[src/pkg/hvwk_pkg.sv]
// Package of constants and types for the wake input detector
package hvwk_pkg;

  // ==========================================================================
  // Register byte offsets
  localparam logic [7:0] HVWK_OFS_CTRL    = 8'h00; // Enables and sense modes
  localparam logic [7:0] HVWK_OFS_PULL    = 8'h04; // Pull select pairs
  localparam logic [7:0] HVWK_OFS_FILT    = 8'h08; // Filter selects
  localparam logic [7:0] HVWK_OFS_MODE    = 8'h0C; // Device mode
  localparam logic [7:0] HVWK_OFS_STAT    = 8'h10; // Wake event flags, write one to clear
  localparam logic [7:0] HVWK_OFS_LVL     = 8'h14; // Level status
  localparam logic [7:0] HVWK_OFS_ID      = 8'h18; // Block identity

  // ==========================================================================
  // Field positions in the control register
  localparam int HVWK_CTRL_EN_POS     = 0;  // Wake enable per input
  localparam int HVWK_CTRL_CYC_POS    = 8;  // Cyclic sense per input
  localparam int HVWK_CTRL_SYNC_POS   = 16; // Two-bit enable select of input four

  // Enable select encoding of input four
  localparam logic [1:0] HVWK_ENSEL_SYNC = 2'h2;

  // ==========================================================================
  // Pull select encoding
  localparam logic [1:0] HVWK_PULL_NONE = 2'h0;
  localparam logic [1:0] HVWK_PULL_DOWN = 2'h1;
  localparam logic [1:0] HVWK_PULL_UP   = 2'h2;
  localparam logic [1:0] HVWK_PULL_AUTO = 2'h3;

  // ==========================================================================
  // Reset values
  localparam logic [31:0] HVWK_CTRL_RST = 32'h0000_0000;
  localparam logic [31:0] HVWK_PULL_RST = 32'h0000_0000;
  localparam logic [31:0] HVWK_FILT_RST = 32'h0000_0000;
  localparam logic [31:0] HVWK_ID_VAL   = 32'h0000_5A01; // Arbitrary value

  // ==========================================================================
  // Timing
  localparam int HVWK_CLK_MHZ     = 200;
  localparam int HVWK_FILT1_US    = 16;
  localparam int HVWK_FILT2_US    = 64;
  localparam int HVWK_FILT1_CYC   = HVWK_FILT1_US * HVWK_CLK_MHZ;
  localparam int HVWK_FILT2_CYC   = HVWK_FILT2_US * HVWK_CLK_MHZ;
  localparam int HVWK_CNT_W       = 16;

  // ==========================================================================
  // Device modes
  typedef enum logic [1:0] {
    HVWK_MODE_INIT   = 2'b00,
    HVWK_MODE_NORMAL = 2'b01,
    HVWK_MODE_STOP   = 2'b10,
    HVWK_MODE_SLEEP  = 2'b11
  } hvwk_mode_t;

endpackage

[src/hdl/hvwk_filter.sv]
// Per-input threshold crossing filter with programmable time
`timescale 1ns/1ps
`default_nettype none

module hvwk_filter #(
  parameter int CNT_W = 16,
  parameter int T1    = 3200,
  parameter int T2    = 12800
) (
  input  wire logic i_clk,
  input  wire logic i_rst,
  input  wire logic i_lvl,
  input  wire logic i_long,
  input  wire logic i_hold,
  output logic      o_lvl,
  output logic      o_edge
);

  logic [CNT_W-1:0] cnt_q;
  logic             pend_q;
  logic             prev_q;
  logic [CNT_W-1:0] lim;

  assign lim = i_long ? CNT_W'(T2 - 1) : CNT_W'(T1 - 1);

  // ==========================================================================
  // Every crossing restarts the timer; level only accepted once it has held
  always_ff @(posedge i_clk or posedge i_rst) begin
    if (i_rst) begin
      cnt_q  <= '0;
      pend_q <= 1'b0;
      prev_q <= 1'b0;
      o_lvl  <= 1'b0;
      o_edge <= 1'b0;
    end else begin
      // While frozen, remember the accepted level, so that a change made
      // outside the window still counts as a crossing when it reopens
      prev_q <= i_hold ? o_lvl : i_lvl;
      o_edge <= 1'b0;
      if (i_hold) begin
        cnt_q  <= '0; // Outside the window the input is frozen
        pend_q <= 1'b0;
      end else if (i_lvl != prev_q) begin
        cnt_q  <= '0;
        pend_q <= (i_lvl != o_lvl);
      end else if (pend_q) begin
        if (cnt_q >= lim) begin
          pend_q <= 1'b0;
          o_lvl  <= i_lvl;
          o_edge <= 1'b1;
        end else begin
          cnt_q <= cnt_q + CNT_W'(1);
        end
      end
    end
  end

endmodule
`default_nettype wire

[src/hdl/hvwk_sync.sv]
// Two-stage synchroniser for the wake comparator outputs
`timescale 1ns/1ps
`default_nettype none

module hvwk_sync #(
  parameter int W = 5
) (
  input  wire logic         i_clk,
  input  wire logic         i_rst,
  input  wire logic [W-1:0] i_async,
  output logic      [W-1:0] o_sync
);

  logic [W-1:0] meta_q;

  // ==========================================================================
  // First stage feeds only the second
  always_ff @(posedge i_clk or posedge i_rst) begin
    if (i_rst) begin
      meta_q <= '0;
      o_sync <= '0;
    end else begin
      meta_q <= i_async;
      o_sync <= meta_q;
    end
  end

endmodule
`default_nettype wire

[src/hdl/hvwk_top.sv]
// Wake input detector: filtering, event latching, levels, pulls and sync
`timescale 1ns/1ps
`default_nettype none

module hvwk_top #(
  parameter int N     = 5,
  parameter int T1    = hvwk_pkg::HVWK_FILT1_CYC,
  parameter int T2    = hvwk_pkg::HVWK_FILT2_CYC
) (
  input  wire logic         i_clk,
  input  wire logic         i_rst,
  // APB slave
  input  wire logic         i_psel,
  input  wire logic         i_penable,
  input  wire logic         i_pwrite,
  input  wire logic [7:0]   i_paddr,
  input  wire logic [31:0]  i_pwdata,
  output logic      [31:0]  o_prdata,
  output logic              o_pready,
  output logic              o_pslverr,
  // Pins and system
  input  wire logic [N-1:0] i_hv_wake_pin,
  input  wire logic         i_sense_window,
  output logic      [N-1:0] o_pull_up_en,
  output logic      [N-1:0] o_pull_down_en,
  output logic              o_wake_irq,
  output logic              o_wake_up,
  output logic              o_hs_sync
);

  // ==========================================================================
  // Registers
  logic [31:0]      ctrl_q;
  logic [31:0]      pull_q;
  logic [31:0]      filt_q;
  logic [1:0]       mode_q;
  logic [1:0]       mode_prev_q;
  logic [N-1:0]     stat_q;
  logic [N-1:0]     lvl_q;
  logic [N-1:0]     pin_s;
  logic [N-1:0]     flt_lvl;
  logic [N-1:0]     flt_edge;
  logic [N-1:0]     wake_en;
  logic [N-1:0]     cyc;
  logic [N-1:0]     evt;
  logic [N-1:0]     stat_clr;
  logic             sync_sel;
  logic             wr_acc;
  logic             rd_acc;
  logic             to_normal;
  logic             active_mode;

  assign sync_sel = (ctrl_q[hvwk_pkg::HVWK_CTRL_SYNC_POS +: 2] == hvwk_pkg::HVWK_ENSEL_SYNC);
  assign wr_acc   = i_psel & i_penable & i_pwrite;
  assign rd_acc   = i_psel & i_penable & ~i_pwrite;
  assign active_mode = (mode_q == hvwk_pkg::HVWK_MODE_NORMAL) |
                       (mode_q == hvwk_pkg::HVWK_MODE_STOP);
  assign to_normal = (mode_prev_q == hvwk_pkg::HVWK_MODE_INIT) &
                     (mode_q == hvwk_pkg::HVWK_MODE_NORMAL);
  assign stat_clr = (wr_acc && i_paddr == hvwk_pkg::HVWK_OFS_STAT) ? i_pwdata[N-1:0] : '0;

  // ==========================================================================
  // Pin synchroniser, two flip-flops per comparator output
  hvwk_sync #(
    .W       (N)
  ) u_sync (
    .i_clk   (i_clk),
    .i_rst   (i_rst),
    .i_async (i_hv_wake_pin),
    .o_sync  (pin_s)
  );

  // ==========================================================================
  // Per-input filter, enable, pull and event logic
  genvar g;
  generate
    for (g = 0; g < N; g++) begin : g_in
      logic [1:0] psel;
      // Input four in sync use has no wake capability
      if (g == 3) begin : g_four
        assign wake_en[g] = ctrl_q[hvwk_pkg::HVWK_CTRL_EN_POS + g] & ~sync_sel;
      end else begin : g_other
        assign wake_en[g] = ctrl_q[hvwk_pkg::HVWK_CTRL_EN_POS + g];
      end
      assign cyc[g] = ctrl_q[hvwk_pkg::HVWK_CTRL_CYC_POS + g];
      hvwk_filter #(
        .CNT_W  (hvwk_pkg::HVWK_CNT_W),
        .T1     (T1),
        .T2     (T2)
      ) u_flt (
        .i_clk  (i_clk),
        .i_rst  (i_rst),
        .i_lvl  (pin_s[g]),
        .i_long (filt_q[g]),
        .i_hold (cyc[g] & ~i_sense_window),
        .o_lvl  (flt_lvl[g]),
        .o_edge (flt_edge[g])
      );
      assign evt[g] = wake_en[g] & (flt_edge[g] |
                      (to_normal & ~cyc[g] & flt_lvl[g]));
      assign psel = pull_q[2*g +: 2];
      // Fifth input keeps its pull-up regardless of the selection
      if (g == 4) begin : g_five
        assign o_pull_up_en[g]   = 1'b1;
        assign o_pull_down_en[g] = 1'b0;
      end else begin : g_pull
        assign o_pull_up_en[g]   = (psel == hvwk_pkg::HVWK_PULL_UP) |
                                   ((psel == hvwk_pkg::HVWK_PULL_AUTO) & pin_s[g]);
        assign o_pull_down_en[g] = (psel == hvwk_pkg::HVWK_PULL_DOWN) |
                                   ((psel == hvwk_pkg::HVWK_PULL_AUTO) & ~pin_s[g]);
      end
    end
  endgenerate

  // ==========================================================================
  // Control registers written over APB
  // Control at 0x00 holds enables, cyclic bits and the input-four select;
  // pulls sit at 0x04, filter selects at 0x08 and the mode at 0x0C.
  // Level and identity offsets ignore writes, so a stray write cannot disturb the
  // level view; a write to the event flags clears each flag written as one
  always_ff @(posedge i_clk or posedge i_rst) begin
    if (i_rst) begin
      ctrl_q <= hvwk_pkg::HVWK_CTRL_RST;
      pull_q <= hvwk_pkg::HVWK_PULL_RST;
      filt_q <= hvwk_pkg::HVWK_FILT_RST;
      mode_q <= hvwk_pkg::HVWK_MODE_INIT;
    end else if (wr_acc) begin
      case (i_paddr)
        hvwk_pkg::HVWK_OFS_CTRL: ctrl_q <= i_pwdata;
        hvwk_pkg::HVWK_OFS_PULL: pull_q <= i_pwdata;
        hvwk_pkg::HVWK_OFS_FILT: filt_q <= i_pwdata;
        hvwk_pkg::HVWK_OFS_MODE: mode_q <= i_pwdata[1:0];
        default: ;
      endcase
    end
  end

  // Mode history for the Init to Normal check
  always_ff @(posedge i_clk or posedge i_rst) begin
    if (i_rst) begin
      mode_prev_q <= hvwk_pkg::HVWK_MODE_INIT;
    end else begin
      mode_prev_q <= mode_q;
    end
  end

  // ==========================================================================
  // Sticky event flags; a new event beats a clear in the same cycle
  always_ff @(posedge i_clk or posedge i_rst) begin
    if (i_rst) begin
      stat_q <= '0;
    end else begin
      stat_q <= (stat_q & ~stat_clr) | evt;
    end
  end

  // ==========================================================================
  // Level status: live for static, last window sample for cyclic, zero for input four in sync use
  always_ff @(posedge i_clk or posedge i_rst) begin
    if (i_rst) begin
      lvl_q <= '0;
    end else begin
      for (int k = 0; k < N; k++) begin
        if (k == 3 && sync_sel) begin
          lvl_q[k] <= 1'b0;
        end else if (!cyc[k] || i_sense_window) begin
          lvl_q[k] <= pin_s[k];
        end
      end
    end
  end

  // ==========================================================================
  // Event signalling: interrupt in Normal and Stop, wake-up in Sleep only
  always_ff @(posedge i_clk or posedge i_rst) begin
    if (i_rst) begin
      o_wake_irq <= 1'b0;
      o_wake_up  <= 1'b0;
      o_hs_sync  <= 1'b0;
    end else begin
      o_wake_irq <= (|evt) & active_mode;
      o_wake_up  <= (|evt) & ~active_mode & (mode_q != hvwk_pkg::HVWK_MODE_INIT);
      o_hs_sync  <= sync_sel & pin_s[3];
    end
  end

  // ==========================================================================
  // APB read path, zero wait states; unmapped reads give zero, with error only above 0x18
  always_ff @(posedge i_clk or posedge i_rst) begin
    if (i_rst) begin
      o_prdata <= 32'h0000_0000;
    end else if (i_psel && !i_penable && !i_pwrite) begin
      case (i_paddr)
        hvwk_pkg::HVWK_OFS_CTRL: o_prdata <= ctrl_q;
        hvwk_pkg::HVWK_OFS_PULL: o_prdata <= pull_q;
        hvwk_pkg::HVWK_OFS_FILT: o_prdata <= filt_q;
        hvwk_pkg::HVWK_OFS_MODE: o_prdata <= {30'h0, mode_q};
        hvwk_pkg::HVWK_OFS_STAT: o_prdata <= {{(32-N){1'b0}}, stat_q};
        hvwk_pkg::HVWK_OFS_LVL:  o_prdata <= {{(32-N){1'b0}}, lvl_q};
        hvwk_pkg::HVWK_OFS_ID:   o_prdata <= hvwk_pkg::HVWK_ID_VAL;
        default:                 o_prdata <= 32'h0000_0000;
      endcase
    end
  end

  assign o_pready  = 1'b1;
  assign o_pslverr = i_psel & i_penable & (i_paddr > hvwk_pkg::HVWK_OFS_ID);

  // ==========================================================================
  // Checks
  // Event flags: set by events, cleared only by software
  status_sticky_a: assert property (@(posedge i_clk) disable iff (i_rst)
    (stat_q[0] && !stat_clr[0]) |=> stat_q[0])
    else $error("flag lost");
  event_sets_a: assert property (@(posedge i_clk) disable iff (i_rst)
    evt[0] |=> stat_q[0])
    else $error("event not latched");
  stat_clear_a: assert property (@(posedge i_clk) disable iff (i_rst)
    (stat_clr[0] && !evt[0]) |=> !stat_q[0])
    else $error("flag not cleared");
  set_wins_a: assert property (@(posedge i_clk) disable iff (i_rst)
    (evt[0] && stat_clr[0]) |=> stat_q[0])
    else $error("clear beat event");
  // Watches the flag, not the gated event, so a broken enable shows up
  disabled_quiet_a: assert property (@(posedge i_clk) disable iff (i_rst)
    (!wake_en[1] && !stat_q[1]) |=> !stat_q[1])
    else $error("disabled input fired");

  // Signalling by device mode
  irq_mode_a: assert property (@(posedge i_clk) disable iff (i_rst)
    o_wake_irq |-> $past(active_mode))
    else $error("irq outside active mode");
  irq_event_a: assert property (@(posedge i_clk) disable iff (i_rst)
    (|evt && active_mode) |=> o_wake_irq)
    else $error("no interrupt");
  wake_mode_a: assert property (@(posedge i_clk) disable iff (i_rst)
    (|evt && mode_q == hvwk_pkg::HVWK_MODE_SLEEP) |=> o_wake_up)
    else $error("no wake-up");
  init_normal_a: assert property (@(posedge i_clk) disable iff (i_rst)
    (to_normal && wake_en[0] && !cyc[0] && flt_lvl[0]) |=> (stat_q[0] && o_wake_irq))
    else $error("active pin missed at Normal entry");

  // Input four in sync use
  sync_no_level_a: assert property (@(posedge i_clk) disable iff (i_rst)
    sync_sel[*2] |-> !lvl_q[3])
    else $error("level shown in sync");
  sync_no_wake_a: assert property (@(posedge i_clk) disable iff (i_rst)
    (sync_sel && !stat_q[3]) |=> !stat_q[3])
    else $error("sync input woke");
  hs_sync_off_a: assert property (@(posedge i_clk) disable iff (i_rst)
    !sync_sel |=> !o_hs_sync)
    else $error("sync output without sync use");

  // Pull sources
  five_pullup_a: assert property (@(posedge i_clk) disable iff (i_rst)
    o_pull_up_en[4] && !o_pull_down_en[4])
    else $error("fifth pull changed");
  pull_none_a: assert property (@(posedge i_clk) disable iff (i_rst)
    (pull_q[1:0] == hvwk_pkg::HVWK_PULL_NONE) |-> !(o_pull_up_en[0] || o_pull_down_en[0]))
    else $error("pull source on");
  pull_auto_a: assert property (@(posedge i_clk) disable iff (i_rst)
    (pull_q[1:0] == hvwk_pkg::HVWK_PULL_AUTO) |-> (o_pull_up_en[0] == pin_s[0]))
    else $error("auto pull wrong");

  // Filter and level status
  filter_hold_a: assert property (@(posedge i_clk) disable iff (i_rst)
    $changed(pin_s[0]) |=> !flt_edge[0])
    else $error("edge without filter");
  cyc_freeze_a: assert property (@(posedge i_clk) disable iff (i_rst)
    (cyc[2] && !i_sense_window) |=> !flt_edge[2])
    else $error("edge outside window");
  level_live_a: assert property (@(posedge i_clk) disable iff (i_rst)
    !cyc[1] |=> (lvl_q[1] == $past(pin_s[1])))
    else $error("level not live");
  cyc_level_hold_a: assert property (@(posedge i_clk) disable iff (i_rst)
    (cyc[0] && !i_sense_window) |=> $stable(lvl_q[0]))
    else $error("held level moved");

  // Register writes
  ctrl_write_a: assert property (@(posedge i_clk) disable iff (i_rst)
    (wr_acc && i_paddr == hvwk_pkg::HVWK_OFS_CTRL) |=> (ctrl_q == $past(i_pwdata)))
    else $error("control write lost");
  filt_write_a: assert property (@(posedge i_clk) disable iff (i_rst)
    (wr_acc && i_paddr == hvwk_pkg::HVWK_OFS_FILT) |=> (filt_q == $past(i_pwdata)))
    else $error("filter write lost");

  irq_seen_c:   cover property (@(posedge i_clk) disable iff (i_rst) o_wake_irq);
  cyc_evt_c:    cover property (@(posedge i_clk) disable iff (i_rst) cyc[0] && evt[0]);
  wake_seen_c:  cover property (@(posedge i_clk) disable iff (i_rst) o_wake_up);
  init_norm_c:  cover property (@(posedge i_clk) disable iff (i_rst) to_normal && |evt);
  clr_race_c:   cover property (@(posedge i_clk) disable iff (i_rst) |(evt & stat_clr));

endmodule
`default_nettype wire

[config.mk]
export PLATFORM = sky130hd
export DESIGN_NAME = hvwk_top
export DESIGN_NICKNAME = d
export VERILOG_FILES = /design/src/pkg/hvwk_pkg.sv /design/src/hdl/hvwk_filter.sv /design/src/hdl/hvwk_sync.sv /design/src/hdl/hvwk_top.sv
export SDC_FILE = /design/constraint.sdc
export NUM_CORES = 1
export LEC_CHECK = 0
export ABC_AREA = 1
export BUFFER_PORTS_ARGS = -buffer_cell sky130_fd_sc_hd__clkbuf_2
export CAP_MARGIN = 10
export CORE_AREA = 2 2 124 216
export DETAILED_ROUTE_END_ITERATION = 8
export DIE_AREA = 0 0 126 218
export PLACE_DENSITY = 0.73
export SLEW_MARGIN = 40
export SYNTH_ARGS = -nofsm -noshare
export SYNTH_HDL_FRONTEND = slang
export SYNTH_SLANG_ARGS = --single-unit
export TNS_END_PERCENT = 1
[constraint.sdc]
create_clock -name i_clk -period 23.9 [get_ports i_clk]
set_clock_uncertainty 0.1 [all_clocks]
set_input_delay 2.39 -clock i_clk [delete_from_list [all_inputs] [get_ports i_clk]]
set_output_delay 2.39 -clock i_clk [all_outputs]
set_load 0.01 [all_outputs]
After elaboration in Yosys (flattened, before gate mapping) --
Cells that the tools add are included.
Word-level totals: bits in registers 255, input port bits 51, output and inout bits 47, logic and storage cells 278
Operators by class: add/subtract/negate cells 5, order comparisons 6, equality and inequality tests 36, mux-type cells 74, bitwise operators 76, reduce and logical (&&, ||, !) cells 39
Operators by type and width (count):
- $mux 16 | 20
- $pmux 32 s7 | 1
- $add 16x1->16 const B | 5
- $ge 16x16->1 | 5
- $mux 14 | 5
- $mux 1 | 47
- $and 1x1->1 | 37
- $eq 8x5->1 const B | 3
- $not 1->1 | 22
- $eq 2x2->1 const B | 10
- $reduce_and 4->1 | 5
- $reduce_and 2->1 | 9
- $eq 8x4->1 const B | 2
- $ne 3x1->1 const B | 5
- $reduce_bool 3->1 | 5
- $or 1x1->1 | 14
- $eq 2x1->1 const B | 5
- $ne 1x1->1 | 10
- $eq 8x3->1 const B | 1
- $gt 8x5->1 const B | 1
- $logic_not 8->1 | 1
- $logic_not 1->1 | 7
- $and 5x5->5 | 1
- $logic_or 1x1->1 | 5
- other kinds (7) | 10

Logic depth before layout (Yosys ltp) --
word-level depth 9, depth in mapped cells 12, gate-level depth less buffers 12

Hierarchy --
From an unflattened synthesis, not the netlist that was laid out.
Second synthesis, totals: cells, all modules 1899, area total of the unflattened synthesis 14321.2 um2
By module, submodules not included:
- hvwk_filter | times used 5, cells an instance 221, area each 1466.4 um2, sequential area each 500.5 um2
- hvwk_top | times used 1, cells an instance 783, area each 6735.2 um2, sequential area each 3628.5 um2
- hvwk_sync | times used 1, cells an instance 11, area each 254.0 um2, sequential area each 250.2 um2

Least setup slack after synthesis --
OpenSTA, ideal clock, no wires.
path kind in2out, start input port i_paddr[5], end output port o_pslverr, arrival time 2800 ps, data required time 21410 ps, slack 18610 ps, stages 4, path buffers 0, path through nor2_1 > nand2_1 > a31oi_1 > nor2_1
On the way: longest elaborated chain between the ends 2
RTL lines:
- from (decl) | RTL line hvwk_top.sv:16 | input wire logic [7:0] i_paddr,
- $gt 8x5->1 | RTL line hvwk_top.sv:207 | assign o_pslverr = i_psel & i_penable & (i_paddr > hvwk_pkg::HVWK_OFS_ID);
- $and 1x1->1 | RTL line hvwk_top.sv:207
- to (decl) | RTL line hvwk_top.sv:20 | output logic o_pslverr,
No other way between the ends.

Final worst setup path --
Ends and elaborated chain as after synthesis.

==> flow_summary.yaml <==
yosys:
  synth_edf_count: 0
  synth_seq_cells: 255
  synthTopCellsByCount: "588 x nand2_1, 255 x dfrtp_1, 180 x nand3_1"
  netlist-cell-type-count: 40
  synthTopCellsByArea: "dfrtp_1 46%, nand2_1 16%, nand3_1 6.5%"
  yosysWarningCount: 0
  synth_top_area_share_pct: 45.9
  async_flop_share_pct: 100
  avgSynthCellArea_um2: 7.57
  syn_area_um2: 13900
  synth_area_leader_cell: "dfrtp_1"
  synthFlopType: "dfrtp_1"
  synth_cells: 1836
  synth.most_common_cell: "nand2_1"
  yosysSeqAreaShare_pct: 45.9
worst_setup_path:
  crit_family: "simple AND/OR/NAND/NOR gates"
  r2r-start: "filt_q[0]$_DFFE_PP0P_"
  ff2ff_setup_slack_ps: 21490
  crit_chain: "clkbuf_2 -> nor2_1 -> nand2_1 -> a31oi_1 -> nor2_1 -> clkbuf_2"
  crit_fanout: 3
  max_stage_delay_ps: 210
  timing.rr.end: "g_in[0].u_flt.cnt_q[9]$_DFFE_PP0P_"
  worst_setup_path_start_kind: "primary input"
  crit_buf_inv: 2
  end_kind: "output port"
  worst_ep_arrival_time_ps: 3160
  worstRegToRegCells: 12
  path_class: "in -> out"
  crit_slowest_cell: "a31oi_1"
  cp.required_ps: 21410
min_path:
  worstHoldEndpoint: "u_sync.o_sync[4]$_DFF_PP0_"
  hold_path_depth: 0
  hp-class: "reg -> reg"
  hp-start: "u_sync.meta_q[4]$_DFF_PP0_"
sta:
  fmax_mhz: 177
  final-setup-viol-count: 0
  fin_crit_ps: 5650
  setup-tns-final_ps: 0
  drv_slew: 0
  period_share_pct: 23.6
  rsz0062_at_grt: "no"
  max_slew_margin_pct: 49.6
  fin_hold_ws_ps: 247
  hold_violations: 0
  worst_pin_slew_ps: 756
clock_tree:
  cts.clk_slew.worst_paths_ps: 60
  cts_tree: "done"
  postCtsResizedCells: 0
  cts.path.max_buffers: 3
  cts.sinks: 255
  post_cts_buffers: 0
  postCtsHoldBufs: 0
  cts-root-buf: "clkbuf_16"
  htreeDepth: 1
  cts_buffers: 24
  insertion_delay_ps: 550
global_route:
  grt_util_all_layers_pct: 25.2
  antenna_found_initial: 0
  grt_pass1_vias: 11852
  overflow: 0
  grt_pass1_wl_um: 57500
  grt_max_degree: 101
route:
  vias: 12339
  wl_per_cell_um: 15.3
  via_per_inst: 5.50
  firstDrtPassIters: 6
  drtAntennaViolNets: 0
  wl_um: 34200
  drc: 0
  drt_iter0_markers: 750
layout:
  drive_gt1_share_pct: 12.4
  fin_cells: 2242
  antennaDiodeCount: 0
  fin_util_pct: 59.9
  syn_to_final_growth_pct: 11.0
  multiInputGateArea_um2: 6520
  nets: 1994
  regArea_um2: 6380
  num-fill-cells: 2372
floorplan:
  io_pins: 98
  fp.dieW_um: 126
  initial_core_util_pct: 53.9
  die_height_um: 218
  die_area_um2: 27500
  placementRows: 78
  coreArea_um2: 25800
place:
  place.gp.congestion: 0.905
  dp_hpwl_um: 24300
  place_inst: 2200
  io_buffers: 94
power_and_ir_drop:
  p_per_area_nw_per_um2: 66.1
  p_total_mw: 1.02
  power.static_leakage_nw: 7.87
  peakVddDrop_mv: 0.0607
outcome:
  status: "completed"
job:
  drv_cap: 0
report_power, final:
group	internal, mW	switching (mW)	total, mW	leakage, nW
Sequential	0.455	0.0320	0.487	3.46
Combinational	0.0350	0.0819	0.117	4.00
Clock	0.243	0.173	0.415	0.407
stage by stage:
step,worst slack [ps],area [µm²]
2_1_floorplan,14400,13900
4_1_cts,18220,15400
3_5_place_dp,18230,14600
3_3_place_gp,18210,14500
6_report,18250,15400
5_1_grt,18190,15400
how the worst max path moves through the flow:
stage,from,to,cells past startpoint
floorplan,i_rst,ctrl_q[0]$_DFFE_PP0P_,1
global placement,i_paddr[5],o_pslverr,6
detailed placement,i_paddr[5],o_pslverr,6
CTS,i_paddr[5],o_pslverr,6
global route,i_paddr[5],o_pslverr,6
finish,i_paddr[5],o_pslverr,6
layer usage:
layer | share of wire [%] | up-vias | global-route usage, %
li1 | - | 6072 | -
met1 | 40 | 5899 | 30.9
met2 | 52 | 285 | 45.5
met3 | 4.1 | 83 | 2.67
met4 | 3.1 | 0 | 9.34
met5 | 0 | - | 0
layout by cell type (no fill, tap or decap), types with 17 or more instances in the layout:
cell type | netlist | layout
a21oi_1 | 33 | 33
clkbuf_16 | 0 | 24
clkbuf_2 | 0 | 94
dfrtp_1 | 255 | 255
ha_1 | 37 | 37
inv_1 | 162 | 161
inv_2 | 26 | 26
nand2_1 | 588 | 587
nand3_1 | 180 | 180
nand3_2 | 28 | 28
nand4_1 | 47 | 47
nor2_1 | 173 | 168
o21ai_0 | 17 | 17
o21ai_1 | 125 | 125
cell type report:
class,count,area share [%]
clock buffers,27,4.03
clock inverters,15,1.47
inverters,189,4.65
multi-input cells,1335,42.3
flip-flops and latches,255,41.4
well taps,320,2.60
repair buffers,101,3.57
kinds of logic after synthesis:
logic type,after synthesis,share of synthesized area [%]
AND/OR/NAND/NOR,1082,34.7
XOR/XNOR,15,0.945
adder cells (fa/ha/maj),37,3.33
flip-flops,255,45.9
AO/OA/AOI/OAI,198,7.63
other,2,0.0540
buffers and inverters,247,7.38
state kept, by name, indices dropped and copies added, names as in the netlist, 2 cells and up:
signal / count
g_in.u_flt.pend_q: 5
g_in.u_flt.o_lvl: 5
ctrl_q: 32
o_prdata: 32
u_sync.meta_q: 5
stat_q: 5
g_in.u_flt.cnt_q: 80
g_in.u_flt.prev_q: 5
filt_q: 32
lvl_q: 5
u_sync.o_sync: 5
mode_prev_q: 2
pull_q: 32
mode_q: 2
g_in.u_flt.o_edge: 5
worst reg2reg max path, stage by stage, from the launching register on:
cell and delay, ps:
dfrtp_1 410, inv_1 180, ha_1 350, nand2_1 50, inv_1 40, nand2_1 50, nor2_1 150, nand2_2 130
nand3_2 110, nand3_2 300, nand2_2 320, nand2_1 90, nand2_1 70
No activity file was read; power rests on OpenSTA's default activity.
